## src/shared/lcbdec_params.svh

```systemverilog
// constants for the literal, control and bit-test decoder
`ifndef LCBDEC_PARAMS_SVH
`define LCBDEC_PARAMS_SVH

// instruction word fields
`define LCB_IW 12
`define LCB_FA_MSB 4
`define LCB_B_MSB 7
`define LCB_B_LSB 5
`define LCB_D_BIT 5
`define LCB_K_MSB 7
`define LCB_PFX_MSB 11
`define LCB_PFX_LSB 8
`define LCB_P6_LSB 6
`define LCB_P3_LSB 9
`define LCB_TF_MSB 2
`define LCB_NIB_MSB 3
`define LCB_HI9_LSB 3

// opcode prefixes (top four bits unless noted)
`define LCB_PFX_BCLR 4'h4
`define LCB_PFX_SKC 4'h6
`define LCB_PFX_SKS 4'h7
`define LCB_PFX_RETL 4'h8
`define LCB_PFX_CALL 4'h9
`define LCB_PFX_MOVL 4'hC
`define LCB_PFX_ORL 4'hD
`define LCB_PFX_ANDL 4'hE
`define LCB_PFX_XORL 4'hF
`define LCB_PFX_GOTO 3'h5
`define LCB_PFX_ADD 6'h07

// whole control words, then the direction-load top nine bits and port field
`define LCB_W_OPTION 12'h002
`define LCB_W_SLEEP 12'h003
`define LCB_W_WATCHDOG_CLEAR_OP 12'h004
`define LCB_PIN_DIRECTION_LOAD_HI 9'h000
`define LCB_PIN_DIRECTION_LOAD_PORT 3'h6

// register file addresses
`define LCB_ADDR_TIMER 5'h01
`define LCB_ADDR_PORT 5'h06

// option register: prescaler assignment bit, one = watchdog
`define LCB_OPT_PSA 3

// program counter
`define LCB_PCW 9
`define LCB_PC_HI 8

// reset values
`define LCB_RST_ACC 8'h00
`define LCB_RST_DIR 8'hFF
`define LCB_RST_OPT 8'hFF
`define LCB_RST_TO 1'b1
`define LCB_RST_PD 1'b1
`define LCB_ZERO8 8'h00

`endif

```

## src/shared/lcbdec_pkg.sv

```systemverilog
// types shared by the decoder
`default_nettype none
package lcbdec_pkg;
	// sequencer: normal execution or discarding the prefetched word
	typedef enum logic [1:0] {
		LCB_ST_EXEC = 2'b01,
		LCB_ST_FLUSH = 2'b10
	} lcbdec_state_t;

	// decoded operation
	typedef enum logic [3:0] {
		LCB_OP_NOP,
		LCB_OP_SKC,
		LCB_OP_SKS,
		LCB_OP_ANDL,
		LCB_OP_ORL,
		LCB_OP_MOVL,
		LCB_OP_XORL,
		LCB_OP_RETL,
		LCB_OP_CALL,
		LCB_OP_GOTO,
		LCB_OP_SLEEP,
		LCB_OP_WATCHDOG_CLEAR_OP,
		LCB_OP_PIN_DIRECTION_LOAD,
		LCB_OP_OPTION,
		LCB_OP_ADD,
		LCB_OP_BCLR
	} lcbdec_op_t;
endpackage
`default_nettype wire

```

## src/hw/lcbdec_core.sv

```systemverilog
// instruction decoder for the literal, control and bit-test group
`timescale 1ns/100ps
`default_nettype none
`include "lcbdec_params.svh"
// How it works
// - prefix 0110 skips next when bit zero
// - prefix 0111 skips next when bit one
// - skip discards fetched word, runs no-op
// - and, or, load literal; logic sets zero
// - xor literal into accumulator, sets zero
// - return loads literal, two cycles, no flags
// - call, jump two cycles; call clears bit eight
// - standby and watchdog clear set status
// - direction load from accumulator; option load
// - port self-modify reads pin levels
// - timer target clears assigned prescaler
// - add register, dest bit picks target
// - bit clear forces bit zero, no flags
module lcbdec_core
	import lcbdec_pkg::*;
(
	// clock, reset, enable
	input wire logic clk,
	input wire logic resetn,
	input wire logic ce,
	// instruction stream
	input wire logic [`LCB_IW-1:0] instr,
	input wire logic instr_valid,
	// register file and pins
	output logic [`LCB_FA_MSB:0] reg_raddr,
	input wire logic [7:0] reg_rdata,
	input wire logic [7:0] pin_levels,
	output logic reg_wr,
	output logic [`LCB_FA_MSB:0] reg_waddr,
	output logic [7:0] reg_wdata,
	// program counter and stack
	input wire logic [`LCB_PCW-1:0] ret_addr,
	output logic pc_load,
	output logic [`LCB_PCW-1:0] pc_target,
	output logic stack_push,
	output logic stack_pop,
	output logic discard_next,
	// accumulator and flags
	output logic [7:0] acc,
	output logic zero_flag,
	output logic carry_flag,
	output logic half_carry_flag,
	output logic watchdog_expiry_flag,
	output logic power_down_flag,
	// control side effects
	output logic standby_req,
	output logic watchdog_clear,
	output logic prescaler_clear,
	output logic [7:0] pin_direction,
	output logic [7:0] option_value
);
	// the whole module is built on the package types

	// decode one word; used only for the live word
	function automatic lcbdec_op_t decode(input logic [`LCB_IW-1:0] w);
		logic [3:0] p4;
		p4 = w[`LCB_PFX_MSB:`LCB_PFX_LSB];
		decode = LCB_OP_NOP;
		if (w == `LCB_W_OPTION)
			decode = LCB_OP_OPTION;
		else if (w == `LCB_W_SLEEP)
			decode = LCB_OP_SLEEP;
		else if (w == `LCB_W_WATCHDOG_CLEAR_OP)
			decode = LCB_OP_WATCHDOG_CLEAR_OP;
		else if (w[`LCB_PFX_MSB:`LCB_HI9_LSB] == `LCB_PIN_DIRECTION_LOAD_HI)
			decode = LCB_OP_PIN_DIRECTION_LOAD;
		else if (w[`LCB_PFX_MSB:`LCB_P6_LSB] == `LCB_PFX_ADD)
			decode = LCB_OP_ADD;
		else if (w[`LCB_PFX_MSB:`LCB_P3_LSB] == `LCB_PFX_GOTO)
			decode = LCB_OP_GOTO;
		else
		begin
			case (p4)
				`LCB_PFX_BCLR: decode = LCB_OP_BCLR;
				`LCB_PFX_SKC: decode = LCB_OP_SKC;
				`LCB_PFX_SKS: decode = LCB_OP_SKS;
				`LCB_PFX_RETL: decode = LCB_OP_RETL;
				`LCB_PFX_CALL: decode = LCB_OP_CALL;
				`LCB_PFX_MOVL: decode = LCB_OP_MOVL;
				`LCB_PFX_ORL: decode = LCB_OP_ORL;
				`LCB_PFX_ANDL: decode = LCB_OP_ANDL;
				`LCB_PFX_XORL: decode = LCB_OP_XORL;
				default: decode = LCB_OP_NOP;
			endcase
		end
	endfunction

	// address compare, used for pin source and timer target
	function automatic logic addr_is(input logic [`LCB_FA_MSB:0] a,
		input logic [`LCB_FA_MSB:0] b);
		addr_is = (a == b);
	endfunction

	lcbdec_state_t state_reg; // sequencer state
	lcbdec_state_t state_next; // its next value
	lcbdec_op_t op; // operation executed this cycle
	logic go; // a word is taken this cycle
	logic [`LCB_FA_MSB:0] fa; // register address field
	logic [2:0] bidx; // bit index field
	logic dbit; // destination select
	logic [7:0] lit; // literal field
	logic [7:0] src; // register operand
	logic [7:0] clr_res; // bit clear result
	logic [8:0] sum; // add result with carry
	logic [4:0] nib; // low nibble sum with half carry
	logic tbit; // tested bit
	logic take_skip; // bit test asks to skip
	logic [7:0] lres; // literal logic result
	logic pre_on_timer; // prescaler belongs to the timer

	// register mirrors of the flopped outputs
	logic [7:0] acc_reg;
	logic z_reg;
	logic c_reg;
	logic dc_reg;
	logic to_reg;
	logic pd_reg;
	logic [7:0] dir_reg;
	logic [7:0] opt_reg;
	logic wr_reg;
	logic [`LCB_FA_MSB:0] waddr_reg;
	logic [7:0] wdata_reg;
	logic pcl_reg;
	logic [`LCB_PCW-1:0] pct_reg;
	logic push_reg;
	logic pop_reg;
	logic sby_reg;
	logic wdc_reg;
	logic psc_reg;

	// field split; the read address follows the live word at once
	assign fa = instr[`LCB_FA_MSB:0];
	assign bidx = instr[`LCB_B_MSB:`LCB_B_LSB];
	assign dbit = instr[`LCB_D_BIT];
	assign lit = instr[`LCB_K_MSB:0];
	assign reg_raddr = fa;
	assign go = ce && instr_valid;

	// port reads come from the pins so read-modify-write sees them
	assign src = addr_is(fa, `LCB_ADDR_PORT) ? pin_levels
		: reg_rdata;

	// a discarded word executes as a no-op
	always_comb
	begin
		op = LCB_OP_NOP;
		if (state_reg == LCB_ST_EXEC)
			op = decode(instr);
	end

	// bit clear built one bit at a time
	genvar gi;
	generate
		for (gi = 0; gi < 8; gi++)
		begin : g_clr
			assign clr_res[gi] = (bidx == gi) ? 1'b0
				: src[gi];
		end
	endgenerate

	// adder with carry out of bit 7 and bit 3
	assign sum = {1'b0, acc_reg} + {1'b0, src};
	assign nib = {1'b0, acc_reg[`LCB_NIB_MSB:0]}
		+ {1'b0, src[`LCB_NIB_MSB:0]};

	// bit test outcome
	assign tbit = src[bidx];
	assign take_skip = (op == LCB_OP_SKC && !tbit)
		|| (op == LCB_OP_SKS && tbit);

	// prescaler is on the timer when the assignment bit is low
	assign pre_on_timer = !opt_reg[`LCB_OPT_PSA];

	// literal logic result
	always_comb
	begin
		lres = acc_reg;
		case (op)
			LCB_OP_ANDL: lres = acc_reg & lit;
			LCB_OP_ORL: lres = acc_reg | lit;
			LCB_OP_XORL: lres = acc_reg ^ lit;
			default: lres = acc_reg;
		endcase
	end

	// next sequencer state: skips and branches eat the next word
	always_comb
	begin
		state_next = state_reg;
		case (state_reg)
			LCB_ST_EXEC:
			begin
				if (take_skip)
					state_next = LCB_ST_FLUSH;
				else if (op == LCB_OP_CALL || op == LCB_OP_GOTO
					|| op == LCB_OP_RETL)
					state_next = LCB_ST_FLUSH;
			end
			LCB_ST_FLUSH: state_next = LCB_ST_EXEC;
			default: state_next = LCB_ST_EXEC;
		endcase
	end

	// sequencer; only advances on a taken word
	always_ff @(posedge clk or negedge resetn)
	begin
		if (!resetn)
			state_reg <= LCB_ST_EXEC;
		else if (go)
			state_reg <= state_next;
	end

	// accumulator
	always_ff @(posedge clk or negedge resetn)
	begin
		if (!resetn)
			acc_reg <= `LCB_RST_ACC;
		else if (go)
		begin
			case (op)
				LCB_OP_ANDL, LCB_OP_ORL, LCB_OP_XORL:
					acc_reg <= lres;
				LCB_OP_MOVL, LCB_OP_RETL:
					acc_reg <= lit;
				LCB_OP_ADD:
					if (!dbit)
						acc_reg <= sum[7:0];
				default: acc_reg <= acc_reg;
			endcase
		end
	end

	// arithmetic flags; bit ops, loads and branches leave them alone
	always_ff @(posedge clk or negedge resetn)
	begin
		if (!resetn)
		begin
			z_reg <= 1'b0;
			c_reg <= 1'b0;
			dc_reg <= 1'b0;
		end
		else if (go)
		begin
			case (op)
				LCB_OP_ANDL, LCB_OP_ORL, LCB_OP_XORL:
					z_reg <= (lres == `LCB_ZERO8);
				LCB_OP_ADD:
				begin
					z_reg <= (sum[7:0] == `LCB_ZERO8);
					c_reg <= sum[8];
					dc_reg <= nib[4];
				end
				default: z_reg <= z_reg;
			endcase
		end
	end

	// timeout and power-down status
	always_ff @(posedge clk or negedge resetn)
	begin
		if (!resetn)
		begin
			to_reg <= `LCB_RST_TO;
			pd_reg <= `LCB_RST_PD;
		end
		else if (go && op == LCB_OP_WATCHDOG_CLEAR_OP)
		begin
			to_reg <= 1'b1;
			pd_reg <= 1'b1;
		end
		else if (go && op == LCB_OP_SLEEP)
		begin
			to_reg <= 1'b1;
			pd_reg <= 1'b0;
		end
	end

	// direction and option latches
	always_ff @(posedge clk or negedge resetn)
	begin
		if (!resetn)
		begin
			dir_reg <= `LCB_RST_DIR;
			opt_reg <= `LCB_RST_OPT;
		end
		else if (go)
		begin
			// only the port field has latches; other fields do nothing
			if (op == LCB_OP_PIN_DIRECTION_LOAD
				&& instr[`LCB_TF_MSB:0] == `LCB_PIN_DIRECTION_LOAD_PORT)
				dir_reg <= acc_reg;
			if (op == LCB_OP_OPTION)
				opt_reg <= acc_reg;
		end
	end

	// register file write port
	always_ff @(posedge clk or negedge resetn)
	begin
		if (!resetn)
		begin
			wr_reg <= 1'b0;
			waddr_reg <= '0;
			wdata_reg <= `LCB_ZERO8;
		end
		else if (ce)
		begin
			wr_reg <= 1'b0;
			if (go && op == LCB_OP_ADD && dbit)
			begin
				wr_reg <= 1'b1;
				waddr_reg <= fa;
				wdata_reg <= sum[7:0];
			end
			else if (go && op == LCB_OP_BCLR)
			begin
				wr_reg <= 1'b1;
				waddr_reg <= fa;
				wdata_reg <= clr_res;
			end
		end
	end

	// program counter and stack requests
	always_ff @(posedge clk or negedge resetn)
	begin
		if (!resetn)
		begin
			pcl_reg <= 1'b0;
			pct_reg <= '0;
			push_reg <= 1'b0;
			pop_reg <= 1'b0;
		end
		else if (ce)
		begin
			pcl_reg <= 1'b0;
			push_reg <= 1'b0;
			pop_reg <= 1'b0;
			if (go && op == LCB_OP_GOTO)
			begin
				pcl_reg <= 1'b1;
				pct_reg <= instr[`LCB_PCW-1:0];
			end
			else if (go && op == LCB_OP_CALL)
			begin
				pcl_reg <= 1'b1;
				push_reg <= 1'b1;
				pct_reg <= {1'b0, lit};
			end
			else if (go && op == LCB_OP_RETL)
			begin
				pcl_reg <= 1'b1;
				pop_reg <= 1'b1;
				pct_reg <= {1'b0, ret_addr[`LCB_PC_HI-1:0]};
			end
		end
	end

	// one-cycle side-effect strobes
	always_ff @(posedge clk or negedge resetn)
	begin
		if (!resetn)
		begin
			sby_reg <= 1'b0;
			wdc_reg <= 1'b0;
			psc_reg <= 1'b0;
		end
		else if (ce)
		begin
			sby_reg <= go && op == LCB_OP_SLEEP;
			wdc_reg <= go && op == LCB_OP_WATCHDOG_CLEAR_OP;
			// writes to the timer restart its prescaler as well, when the assignment bit gives it to the timer
			psc_reg <= go && pre_on_timer
				&& addr_is(fa, `LCB_ADDR_TIMER)
				&& ((op == LCB_OP_ADD && dbit)
				|| op == LCB_OP_BCLR);
		end
	end

	// outputs
	assign acc = acc_reg;
	assign zero_flag = z_reg;
	assign carry_flag = c_reg;
	assign half_carry_flag = dc_reg;
	assign watchdog_expiry_flag = to_reg;
	assign power_down_flag = pd_reg;
	assign pin_direction = dir_reg;
	assign option_value = opt_reg;
	assign reg_wr = wr_reg;
	assign reg_waddr = waddr_reg;
	assign reg_wdata = wdata_reg;
	assign pc_load = pcl_reg;
	assign pc_target = pct_reg;
	assign stack_push = push_reg;
	assign stack_pop = pop_reg;
	assign standby_req = sby_reg;
	assign watchdog_clear = wdc_reg;
	assign prescaler_clear = psc_reg;
	// high while the word now presented will be thrown away
	assign discard_next = (state_reg == LCB_ST_FLUSH);
endmodule
`default_nettype wire

```

## config.mk

```make
export PLATFORM = sky130hd
export DESIGN_NAME = lcbdec_core
export DESIGN_NICKNAME = d
export VERILOG_FILES = /design/src/shared/lcbdec_pkg.sv /design/src/hw/lcbdec_core.sv
export VERILOG_INCLUDE_DIRS = /design/src /design/src/shared
export SDC_FILE = /design/constraint.sdc
export NUM_CORES = 1
export LEC_CHECK = 0
export BUFFER_PORTS_ARGS = -buffer_cell sky130_fd_sc_hd__buf_4
export CORE_MARGIN = 5
export CORE_UTILIZATION = 45
export CTS_CLUSTER_DIAMETER = 60
export CTS_CLUSTER_SIZE = 16
export DETAILED_ROUTE_END_ITERATION = 10
export HOLD_SLACK_MARGIN = 0.08
export PLACE_DENSITY = 0.7
export SETUP_SLACK_MARGIN = 0.15
export SLEW_MARGIN = 20
export SYNTH_ARGS = -nofsm -noshare
export SYNTH_HDL_FRONTEND = slang
export SYNTH_SLANG_ARGS = --single-unit
```

## constraint.sdc

```tcl
create_clock -name clk -period 4.1 [get_ports clk]
set_input_delay 0.41 -clock clk [delete_from_list [all_inputs] [get_ports clk]]
set_output_delay 0.41 -clock clk [all_outputs]
set_load 0.005 [all_outputs]
```

; Word level (Yosys, flattened, before mapping)
; Memory sizes are Yosys's and may differ from the RTL's.
; Cells that the tools add are included.
[word_totals]
register_bits = 60
romBits = 64
inputBits = 41
wordCells = 146
memories = 1
[mem_list]
columns = name, words, word_bits, rd, rd_clocked_by_memory_dff, write_ports, line_no
row1 = (no name shown), 16, 4, 1, 0, 0, lcbdec_core.sv:78  ; case (p4)
[classes]
addsub = 2
magnitude_cmp = 1
n_eq_ne = 34
mux = 45
bitwise_logic = 3
reduce_logical = 41
[op_table]
columns = op, count
row1 = $pmux W8 S3, 2
row2 = $eq A4 B4 Y1 const B, 8
row3 = $mux W8, 4
row4 = $mux W4, 7
row5 = $mux W9, 3
row6 = $eq A12 B2 Y1 const B, 2
row7 = $mux W1, 22
row8 = $eq A3 B3 Y1 const B, 6
row9 = $eq A4 B3 Y1 const B, 4
row10 = $logic_and A1 B1 Y1, 16
row11 = $logic_not A8 Y1, 2
row12 = $reduce_and A2 Y1, 7
row13 = $eq A12 B3 Y1 const B, 1
row14 = $mux W5, 2
row15 = $add A8 B8 Y9, 1
row16 = $logic_not A9 Y1, 1
row17 = $and A8 B8 Y8, 1
row18 = $eq A4 B2 Y1 const B, 2
row19 = $or A8 B8 Y8, 1
row20 = $xor A8 B8 Y8, 1
row21 = $eq A3 B2 Y1 const B, 2
row22 = $eq A6 B3 Y1 const B, 1
row23 = $mux W2, 3
row24 = $reduce_bool A2 Y1, 3
row25 = other kinds (19), 24

; Longest topological paths before layout
; Gate-level depths: netlist of the first run.
[depth]
depth_word = 14
depth_mapped = 16
mapped_depth_nobuf = 14

; Least setup slack after synthesis of the first run
; No wires, ideal clock.
[synth_timing]
kind = input to register
from = in instr[2]
to = reg z_reg (netlist: zero_flag)
setup_time_ns = 0.078
t_arrival_ns = 3.546
required_ns = 4.022
path_slack_ns = 0.476
path_stages = 16
cell_sequence = buf_2 nor2b_1 and3_1 clkbuf_1 mux2i_1 inv_1 ha_1 fa_1 a21o_1 a21oi_1 o21bai_1 a21o_1 xnor2_1 nand4_1 o41ai_1 o21bai_1
[synth_via]
elab_chain_cells = 9
elab_cells_between_ends = 24
[synth_rtl]
columns = item, line_no
row1 = "start, declared", lcbdec_core.sv:27  ; input wire logic [`LCB_IW-1:0] instr,
row2 = $eq A12 B3 Y1 (no source line), n/a
row3 = $mux W4, lcbdec_core.sv:68  ; else if (w == `LCB_W_WATCHDOG_CLEAR_OP)
row4 = $mux W4, lcbdec_core.sv:66  ; else if (w == `LCB_W_SLEEP)
row5 = $mux W4, lcbdec_core.sv:64  ; if (w == `LCB_W_OPTION)
row6 = $mux W4, lcbdec_core.sv:152  ; if (state_reg == LCB_ST_EXEC)
row7 = $eq A4 B3 Y1 or $eq A4 B2 Y1 (tied branches), "lcbdec_core.sv:183, lcbdec_core.sv:249"
row8 = $pmux W8 S3 or $reduce_or A3 Y1 (tied branches), "lcbdec_core.sv:183, lcbdec_core.sv:249"
row9 = $logic_not A8 Y1 (no source line) or $reduce_bool A2 Y1 (tied branches), n/a
row10 = $pmux W1 S2 or $reduce_and A2 Y1 (tied branches), n/a
row11 = "end signal, assigned", lcbdec_core.sv:251  ; z_reg <= (lres == `LCB_ZERO8);
row12 = "end signal, assigned", lcbdec_core.sv:254  ; z_reg <= (sum[7:0] == `LCB_ZERO8);
row13 = "end signal, assigned", lcbdec_core.sv:258  ; default: z_reg <= z_reg;
row14 = "end, declared", lcbdec_core.sv:118  ; logic z_reg;
; Parallel ways exist; a longest one is shown, timed or not.
; A chain may end at the register's enable or synchronous reset.

; Worst setup path after layout of the first run
[layout_timing]
from = in instr[0]
to = reg z_reg (netlist: zero_flag)
; The elaborated chain is that of the path after synthesis.

==> out/metrics.cfg, run 1 <==
[floorplanning]
die_x_um=105
ios=105
start_util=0.465
core-area_um2=8810
die-area_um2=11100
die_y_um=105
rows=34

[status]
outcome=completed

[final_layout]
final_common_cell=buf_4
fin_nets=605
n_fill_cell=765
diodes=0
layout-drive-gt1-share=0.309
syn_to_final_growth_pct=26.3
final_cell_count_no_fill=648
largest_reg_flops=9
final_cell_mix=114 x buf_4, 41 x dfrtp_1, 40 x nand2_1

[clock_network]
cts_setup_buffers=0
ctsHoldBuffers=0
clock_sinks=59
cts.htree.levels=3
root_buffer=clkbuf_8
cts_buffers=9
postCtsResizedCells=0
clock_path_buffers=2
clkTransAtPathRegs_ps=70
cts_tree=done
clkLatencyLatePin_ps=350

[setup_path]
crit_path_end_kind=flop
r2r_slack_ps=1070
startpoint_type=primary input
r2r_cells=8
cp_data_required_time_ps=4370
worstPathArrival_ps=3680
worstSetupPathType=primary input to flop
path_max_fanout=10

[yosys]
syn_area_per_cell_um2=9.41
ys_types=67
syn_inst=435
synth.net_count=505
synth_top_family_by_area=compound AO/OA/AOI/OAI gates
synth_async_sr_flop_share=1.00
synth_edf_count=0
ys_seq_area_frac=0.366
synth_compound_area_frac=0.203
synthAdderAreaFrac=0.0905
yosys_register_bits=59
yosys.area_share.simple=0.142
synth_xor_area_frac=0.0128
synth_mux_area_frac=0.123
synth_warnings=0
synth-main-ff-cell=dfrtp_1
synthesis.area_um2=4090

[timing]
setup_viol=0
rsz0062_at_grt=no
slew_headroom=0.441
finalHoldViolCount=0
skew_ps=12.5
fmax_mhz=293
finalCritPeriodShare=0.833
holdWs_ps=135
fin_setup_tns_ps=0
tightest_slew_ps=835
period_needed_ps=3410
drv_slew=0

[power_and_ir_drop]
power_density_nw_per_um2=427
irDropWorstVdd_mv=0.276
p_leak_nw=2.41

[run]
maxCapViolations=0

[place]
dp_hpwl_um=9330
port_buffers=102
dp.cells=632
gp_congestion=0.878

[drt]
drtPass1Iterations=5
dr_total_vias=3796
wl_per_cell_um=18.7
drc_errors=0
wl_um=12100
drt-initial-drc-count=239
viasPerCell=5.86
drtAntennaViolNets=0

[global_route]
track_usage=0.222
grt_overflow_total=0
grt_pass1_wl_um=19800
grt_pass1_vias=3897
antenna_found_initial=0
grt_max_degree=60

[hold_path]
hold_path.class=primary input to async pin

-- layout make-up --
type,instances,area [µm²],area share
Clock buffer,9,124,0.0240
Clock inverter,7,77.6,0.0150
Inverter,34,128,0.0247
Multi-Input combinational cell,317,2350,0.454
Sequential cell,59,1500,0.290
Tap cell,108,135,0.0262
Timing Repair Buffer,114,856,0.166
-- metal layers --
| layer | routed length, µm | global-route usage |
|---|---|---|
| met5 | 0 | 0 |
| met4 | 479 | 0.114 |
| met3 | 766 | 0.0538 |
| met2 | 5930 | 0.366 |
| met1 | 4950 | 0.271 |
-- cell usage after synthesis (4+ instances only) --
cell type  instances  share of area
o2bb2ai_1          5          0.011
mux2_1             5          0.014
mux2i_1           31          0.076
a221oi_1           5          0.011
and3_1             5         0.0076
o211ai_1           6          0.011
a21oi_1           16          0.020
mux2_2             8          0.022
buf_2              4         0.0049
nor2_1            26          0.024
dfstp_2           18           0.12
nor2b_1            6         0.0092
a21o_1             7          0.013
a31oi_1            8          0.012
nor3_1            10          0.012
a221o_1            6          0.015
clkbuf_1          13          0.012
inv_1             33          0.030
buf_4              7          0.013
dfrtp_1           41           0.25
nand2_1           40          0.037
ha_1              28          0.086
o21ai_1            6         0.0073
xnor2_1            5          0.011
nor4_1             4         0.0061
o21ai_0           33          0.040
-- worst max-delay path: stages --
cell and delay (ps):
buf_4 160, nor2b_1 220, and3_1 230, buf_4 200
mux2i_1 270, inv_1 130, fa_1 440, a21o_1 170
a21oi_1 280, o21bai_1 100, a21o_1 210, xnor2_1 310
nand4_1 140, o41ai_1 250, o21bai_1 150
-- cells by family (layout without fill, tap and decap cells) --
logic type,Yosys count,in the layout
buffers and inverters,59,164
AOI/OAI and AO/OA,119,119
other,1,1
adders and majority gates,29,29
xor gates and xnor gates,6,6
and+or+nand+nor,116,116
muxes,46,46
DFF,59,59
-- stage by stage --
step	cell area, µm²	util	total power, mW	setup slack [ps]
after floorplan	4090	-	1.27	476
after global routing	5170	0.587	2.35	428
final	5170	0.587	2.21	686
after detailed placement	4960	0.564	1.67	315
after global placement	4960	0.564	1.65	346
after CTS	5170	0.587	2.22	683
-- worst paths after layout --
| path | end | startpoint |
|---|---|---|
| worst max-delay path | zero_flag | instr[0] |
| worst min-delay path | reg_wdata[6] | resetn |
| worst max register to register | reg_waddr[0] | state_reg[0] |
| worst min register to register | option_value[2] | option_value[2] |
| max in group asynchronous | acc[2] | resetn |
| min in group clk | reg_wr | ce |
-- power breakdown --
part	internal (mW)	leakage (nW)	switching [mW]	total, mW
clock network	0.284	0.0998	0.257	0.541
registers	0.696	0.740	0.105	0.801
logic	0.406	1.57	0.459	0.865
Power figures use the tool's default switching activity.
==> run 2: changes to the inputs <==
==> constraint.sdc (replaced) <==
create_clock -name clk -period 3.5 [get_ports clk]
set_input_delay 0.35 -clock clk [delete_from_list [all_inputs] [get_ports clk]]
set_output_delay 0.35 -clock clk [all_outputs]
set_load 0.005 [all_outputs]
==> out/metrics.cfg, run 2 (same netlist as run 1, synthesis figures left out) <==
[timing]
fin_setup_tns_ps=0  ; unchanged
skew_ps=11.3  ; -1.15 ps
slew_headroom=0.499  ; +0.0572
fmax_mhz=317
drv_slew=0  ; unchanged
rsz0062_at_grt=no
finalCritPeriodShare=0.902
setup_viol=0  ; unchanged
period_needed_ps=3160
finalWorstSetupSlack_ps=345  ; -341 ps
finalHoldViolCount=0  ; unchanged
tightest_slew_ps=752  ; -82.7 ps

[drt]
wl_per_cell_um=19.3  ; +3.4%
drt-initial-drc-count=283  ; +18%
drc_errors=0  ; unchanged
drtAntennaViolNets=0  ; unchanged
viasPerCell=5.86  ; about the same
wl_um=12800  ; +5.8%
dr_total_vias=3884  ; +2.3%
drtPass1Iterations=9  ; +4

[setup_path]
worstPathArrival_ps=3410  ; -270 ps
r2r_slack_ps=690  ; -380 ps
path_max_fanout=3  ; -7
startpoint_type=primary input
worstSetupPathType=primary input to flop
crit_path_end_kind=flop
cp_data_required_time_ps=3760  ; -610 ps

[clock_network]
clkTransAtPathRegs_ps=70  ; about the same
cts_setup_buffers=0  ; unchanged
root_buffer=clkbuf_8
cts_buffers=9  ; unchanged
clock_path_buffers=2  ; unchanged
clkLatencyLatePin_ps=340  ; about the same
cts.htree.levels=3  ; unchanged
clock_sinks=59  ; unchanged
ctsHoldBuffers=0  ; unchanged
cts_tree=done

[final_layout]
n_fill_cell=761  ; -0.52%
final_common_cell=buf_4
layout-drive-gt1-share=0.330  ; +0.0205
seq_area_um2=1500  ; unchanged
diodes=0  ; unchanged
fin_nets=620  ; +2.5%
multi_input_area_um2=2360  ; +0.59%
syn_to_final_growth_pct=28.7
final_cell_mix=129 x buf_4, 41 x dfrtp_1, 40 x nand2_1
largest_reg_flops=9  ; unchanged

[global_route]
track_usage=0.233  ; +0.0105
grt_pass1_vias=4101  ; +5.2%
grt_max_degree=60  ; unchanged
grt_overflow_total=0  ; unchanged
antenna_found_initial=0  ; unchanged
grt_pass1_wl_um=20900  ; +5.7%

[floorplanning]
die_x_um=105  ; unchanged
rows=34  ; unchanged
ios=105  ; unchanged
die_y_um=105  ; unchanged
start_util=0.465  ; unchanged
die-area_um2=11100  ; unchanged
core-area_um2=8810  ; unchanged

[place]
dp_hpwl_um=9860  ; +5.7%
place_ws_ps=-111  ; -426 ps
port_buffers=102  ; unchanged
gp_congestion=0.879  ; +0.13%

[power_and_ir_drop]
power_density_nw_per_um2=492  ; +15%
irDropWorstVdd_mv=0.313  ; +14%
p_leak_nw=2.49  ; +3.0%
p_total_mw=2.59  ; +17%

[hold_path]
hold_path.class=primary input to async pin

[run]
maxCapViolations=0  ; unchanged

[status]
outcome=completed

run 2: changes by cell type in the layout (fill, tap and decap cells not counted), moves of 2 or more:
cell      delta
clkinv_4     -3
clkinv_2     +2
clkbuf_8     +2
clkbuf_1     +2
buf_4       +15
run 2: path summary, 6_finish.rpt:
path,start,endpoint,depth (start not counted)
hold / removal,resetn,reg_wdata[3],1
min in group clk,ce,reg_wr,2
max in group asynchronous,resetn,carry_flag,1
setup / recovery,instr[3],zero_flag,15
setup reg to reg,state_reg[0],acc[4],10
hold reg to reg,pin_direction[3],pin_direction[3],2
run 2: layer usage:
layer,wire (µm),GRT usage,share of wire
met1,5280,0.284,0.41
met2,6210,0.400,0.48
met3,915,0.0568,0.071
met4,418,0.0843,0.033
met5,0,0,0
run 2: final cells by class:
type,instances,share of cell area
Clock inverter,3,0.00285
Tap cell,108,0.0257
Timing Repair Buffer,129,0.184
Multi-Input combinational cell,317,0.448
Clock buffer,13,0.0302
Sequential cell,59,0.285
Inverter,34,0.0242
run 2: repair_timing:
item / CTS / global route
endpoints found under the setup margin: 0 / 3
hold endpoints to repair: 0 / 0
gates resized for setup: 0 / 2
run 2: worst max-delay path, stage by stage:
cell and delay [ps]:
buf_4 110, nor2_2 220, and3_1 300, mux2i_1 300, inv_1 70, ha_1 210, fa_1 400, a21o_1 190
a21oi_2 170, o21bai_1 80, a21o_1 220, xnor2_2 240, nand4_1 140, o41ai_1 250, o21bai_1 150
run 2: through the flow:
step                hold slack [ps]  area [µm²]  instances   util
floorplan                      54.4        4100        435      -
detailed placement              469        5080        647  0.577
global route                    137        5270        663  0.598
finish                         75.0        5270        663  0.598
global placement                467        5080        647  0.577
CTS                            99.0        5250        663  0.596
run 2: power by group:
part           leakage, nW  internal (mW)  switching [mW]  total [mW]
Combinational         1.65          0.515           0.574        1.09
Sequential           0.740          0.816           0.123       0.940
Clock               0.0932          0.293           0.270       0.562
Total                 2.49           1.62           0.967        2.59
==> run 3: changes to the inputs <==
--- a/config.mk
+++ b/config.mk
@@ -6,6 +6,7 @@
 export SDC_FILE = /design/constraint.sdc
 export NUM_CORES = 1
 export LEC_CHECK = 0
+export ABC_AREA = 1
 export BUFFER_PORTS_ARGS = -buffer_cell sky130_fd_sc_hd__buf_4
 export CORE_MARGIN = 5
 export CORE_UTILIZATION = 45
@@ -13,7 +14,7 @@
 export CTS_CLUSTER_SIZE = 16
 export DETAILED_ROUTE_END_ITERATION = 10
 export HOLD_SLACK_MARGIN = 0.08
-export PLACE_DENSITY = 0.7
+export PLACE_DENSITY = 0.76
 export SETUP_SLACK_MARGIN = 0.15
 export SLEW_MARGIN = 20
 export SYNTH_ARGS = -nofsm -noshare
==> out/metrics.cfg, run 3 <==
[hold_path]
hold_path.class=primary input to async pin

[global_route]
grt_pass1_wl_um=21600  ; +3.4%
grt_max_degree=60  ; unchanged
grt_pass1_vias=4197  ; +2.3%
track_usage=0.244  ; +0.0116
use_met1=0.316  ; +0.0319
grtUsageMet2=0.399  ; -0.00118
grt_util_met3=0.0407  ; -0.0162
grt_overflow_total=0  ; unchanged
antenna_found_initial=0  ; unchanged
top_usage_layer=met2

[setup_path]
path_max_fanout=6  ; +3
startpoint_type=primary input
worstSetupPathType=primary input to flop
cp_data_required_time_ps=3770  ; about the same
worstPathArrival_ps=3280  ; -130 ps
crit_path_end_kind=flop

[final_layout]
final_util=0.567  ; -0.0314
finalInstanceArea_um2=5180  ; -1.5%
syn_to_final_growth_pct=24.5
fin_nets=732  ; +18%
layout-drive-gt1-share=0.279  ; -0.0509
final_common_cell=nand2_1
n_fill_cell=885  ; +16%
final_cell_mix=128 x nand2_1, 107 x buf_4, 58 x nor2_1
largest_reg_flops=9  ; unchanged
diodes=0  ; unchanged

[clock_network]
clkLatencyLatePin_ps=350  ; about the same
cts_setup_buffers=0  ; unchanged
cts_buffers=9  ; unchanged
clkTransAtPathRegs_ps=70  ; about the same
clock_path_buffers=2  ; unchanged
postCtsResizedCells=0  ; unchanged
clock_sinks=59  ; unchanged
cts.htree.levels=3  ; unchanged
root_buffer=clkbuf_8
cts_tree=done
ctsHoldBuffers=0  ; unchanged

[run]
maxCapViolations=0  ; unchanged

[place]
dp_hpwl_um=10200  ; +3.6%
port_buffers=102  ; unchanged
gp_congestion=0.915  ; +4.0%
placed_cell_area_um2=5020  ; -1.2%

[drt]
wl_per_cell_um=17.2  ; -11%
drc_errors=0  ; unchanged
viasPerCell=5.41  ; -7.7%
drtAntennaViolNets=0  ; unchanged
dr_total_vias=4208  ; +8.3%
drt-initial-drc-count=297  ; +4.9%
drtPass1Iterations=5  ; -4
wl_um=13400  ; +4.5%

[status]
outcome=completed

[power_and_ir_drop]
p_total_mw=2.82  ; +9.0%
swShare=0.439  ; +0.0656
power_density_nw_per_um2=545  ; +11%
p_switching_mw=1.24  ; +28%
power.internal_mw=1.59  ; -2.4%
irDropWorstVdd_mv=0.279  ; -11%
pwr-share-clk=0.193  ; -0.024
seqPwrFrac=0.349  ; -0.014
p_leak_nw=2.71  ; +9.1%
pwr-share-comb=0.458  ; +0.038

[floorplanning]
start_util=0.455  ; -0.00953
die_x_um=106  ; +0.82%
die-area_um2=11300  ; +1.6%
core-area_um2=9150  ; +3.9%
die_y_um=106  ; +0.82%
ios=105  ; unchanged
rows=35  ; +2.9%

[yosys]
yosys_register_bits=59  ; unchanged
synth_warnings=0  ; unchanged
synth_edf_count=0  ; unchanged
synth-main-ff-cell=dfrtp_1
ys_seq_area_frac=0.360  ; -0.00649
syn_area_per_cell_um2=7.45  ; -21%
ys_types=41  ; -39%
synth_common_cells=128 x nand2_1, 58 x nor2_1, 49 x inv_1
synth_top_area_cell=dfrtp_1
synth_async_sr_flop_share=1.00  ; unchanged
yosysMostFrequentCell=nand2_1
synthesis.area_um2=4170  ; +1.8%
yosys-top-cells-area=dfrtp_1 25%, nand2_1 12%, dfstp_2 11%
synth_top_area_frac=0.246  ; -0.00444
synth.net_count=629  ; +25%
syn_inst=559  ; +29%

[timing]
slew_headroom=0.502  ; +0.00380
tightest_slew_ps=746  ; -5.70 ps
finalHoldViolCount=0  ; unchanged
rsz0062_at_grt=no
holdWs_ps=71.4  ; -3.55 ps
finalCritPeriodShare=0.860  ; -0.0420
fmax_mhz=332  ; +4.9%
skew_ps=15.4  ; +4.01 ps
setup_viol=0  ; unchanged
fin_setup_tns_ps=0  ; unchanged
drv_slew=0  ; unchanged
period_needed_ps=3010  ; -147 ps

==> run 3: worst paths after layout <==
path	from	to	slack, ps	depth (start not counted)
setup reg to reg	state_reg[0]	zero_flag	910	12
min in group clk	ret_addr[0]	pc_target[0]	240	3
setup / recovery	instr[0]	zero_flag	490	18
hold / removal	resetn	acc[5]	70	1
hold reg to reg	state_reg[0]	state_reg[0]	480	2
max in group asynchronous	resetn	watchdog_clear	2940	1
==> run 3: metal layers <==
layer,vias to the layer above,share of wire
met3,50,0.064
met5,-,0
met2,146,0.46
li1,2061,-
met4,0,0.043
met1,1951,0.44
==> run 3: area by class of cell <==
type | count | area [µm²] | area share
multi-input cells | 423 | 2340 | 0.452
inverters | 62 | 233 | 0.0449
well taps | 111 | 139 | 0.0268
clock buffers | 9 | 124 | 0.0239
clock inverters | 7 | 45.0 | 0.00869
flip-flops and latches | 59 | 1500 | 0.289
repair buffers | 107 | 803 | 0.155
==> run 3: power groups by stage <==
stage	Clock [mW]	Combinational (mW)	Sequential, mW
after global routing	0.590	1.44	1.00
final	0.545	1.29	0.986
after detailed placement	0	1.28	0.994
after floorplan	0	0.769	0.943
after CTS	0.561	1.29	0.983
after global placement	0	1.25	0.995
==> run 3: stage by stage <==
stage	worst slack, ps	std cells
5_1_grt	368	778
2_1_floorplan	637	559
4_1_cts	581	778
6_report	492	778
3_5_place_dp	258	762
3_3_place_gp	329	762
==> run 3: kinds of logic after synthesis <==
kind of cell | count (synthesis) | synth area share
other | 1 | 0.000900
adders and majority gates | 29 | 0.0889
xor gates and xnor gates | 4 | 0.00841
and+or+nand+nor | 276 | 0.308
DFF | 59 | 0.360
buffers and inverters | 77 | 0.0778
AOI/OAI and AO/OA | 113 | 0.156
==> run 3: critical path, stage by stage <==
cell	delay, ps
buf_4	140
inv_2	120
nand2_1	100
nor2_2	100
nand2_1	110
o21ai_0	330
inv_1	110
ha_1	220
fa_1	410
nand3_1	100
nand2_1	110
a21oi_1	140
o21ai_0	130
xor2_1	250
inv_1	120
nor3_1	180
a31oi_1	110
a21oi_1	160
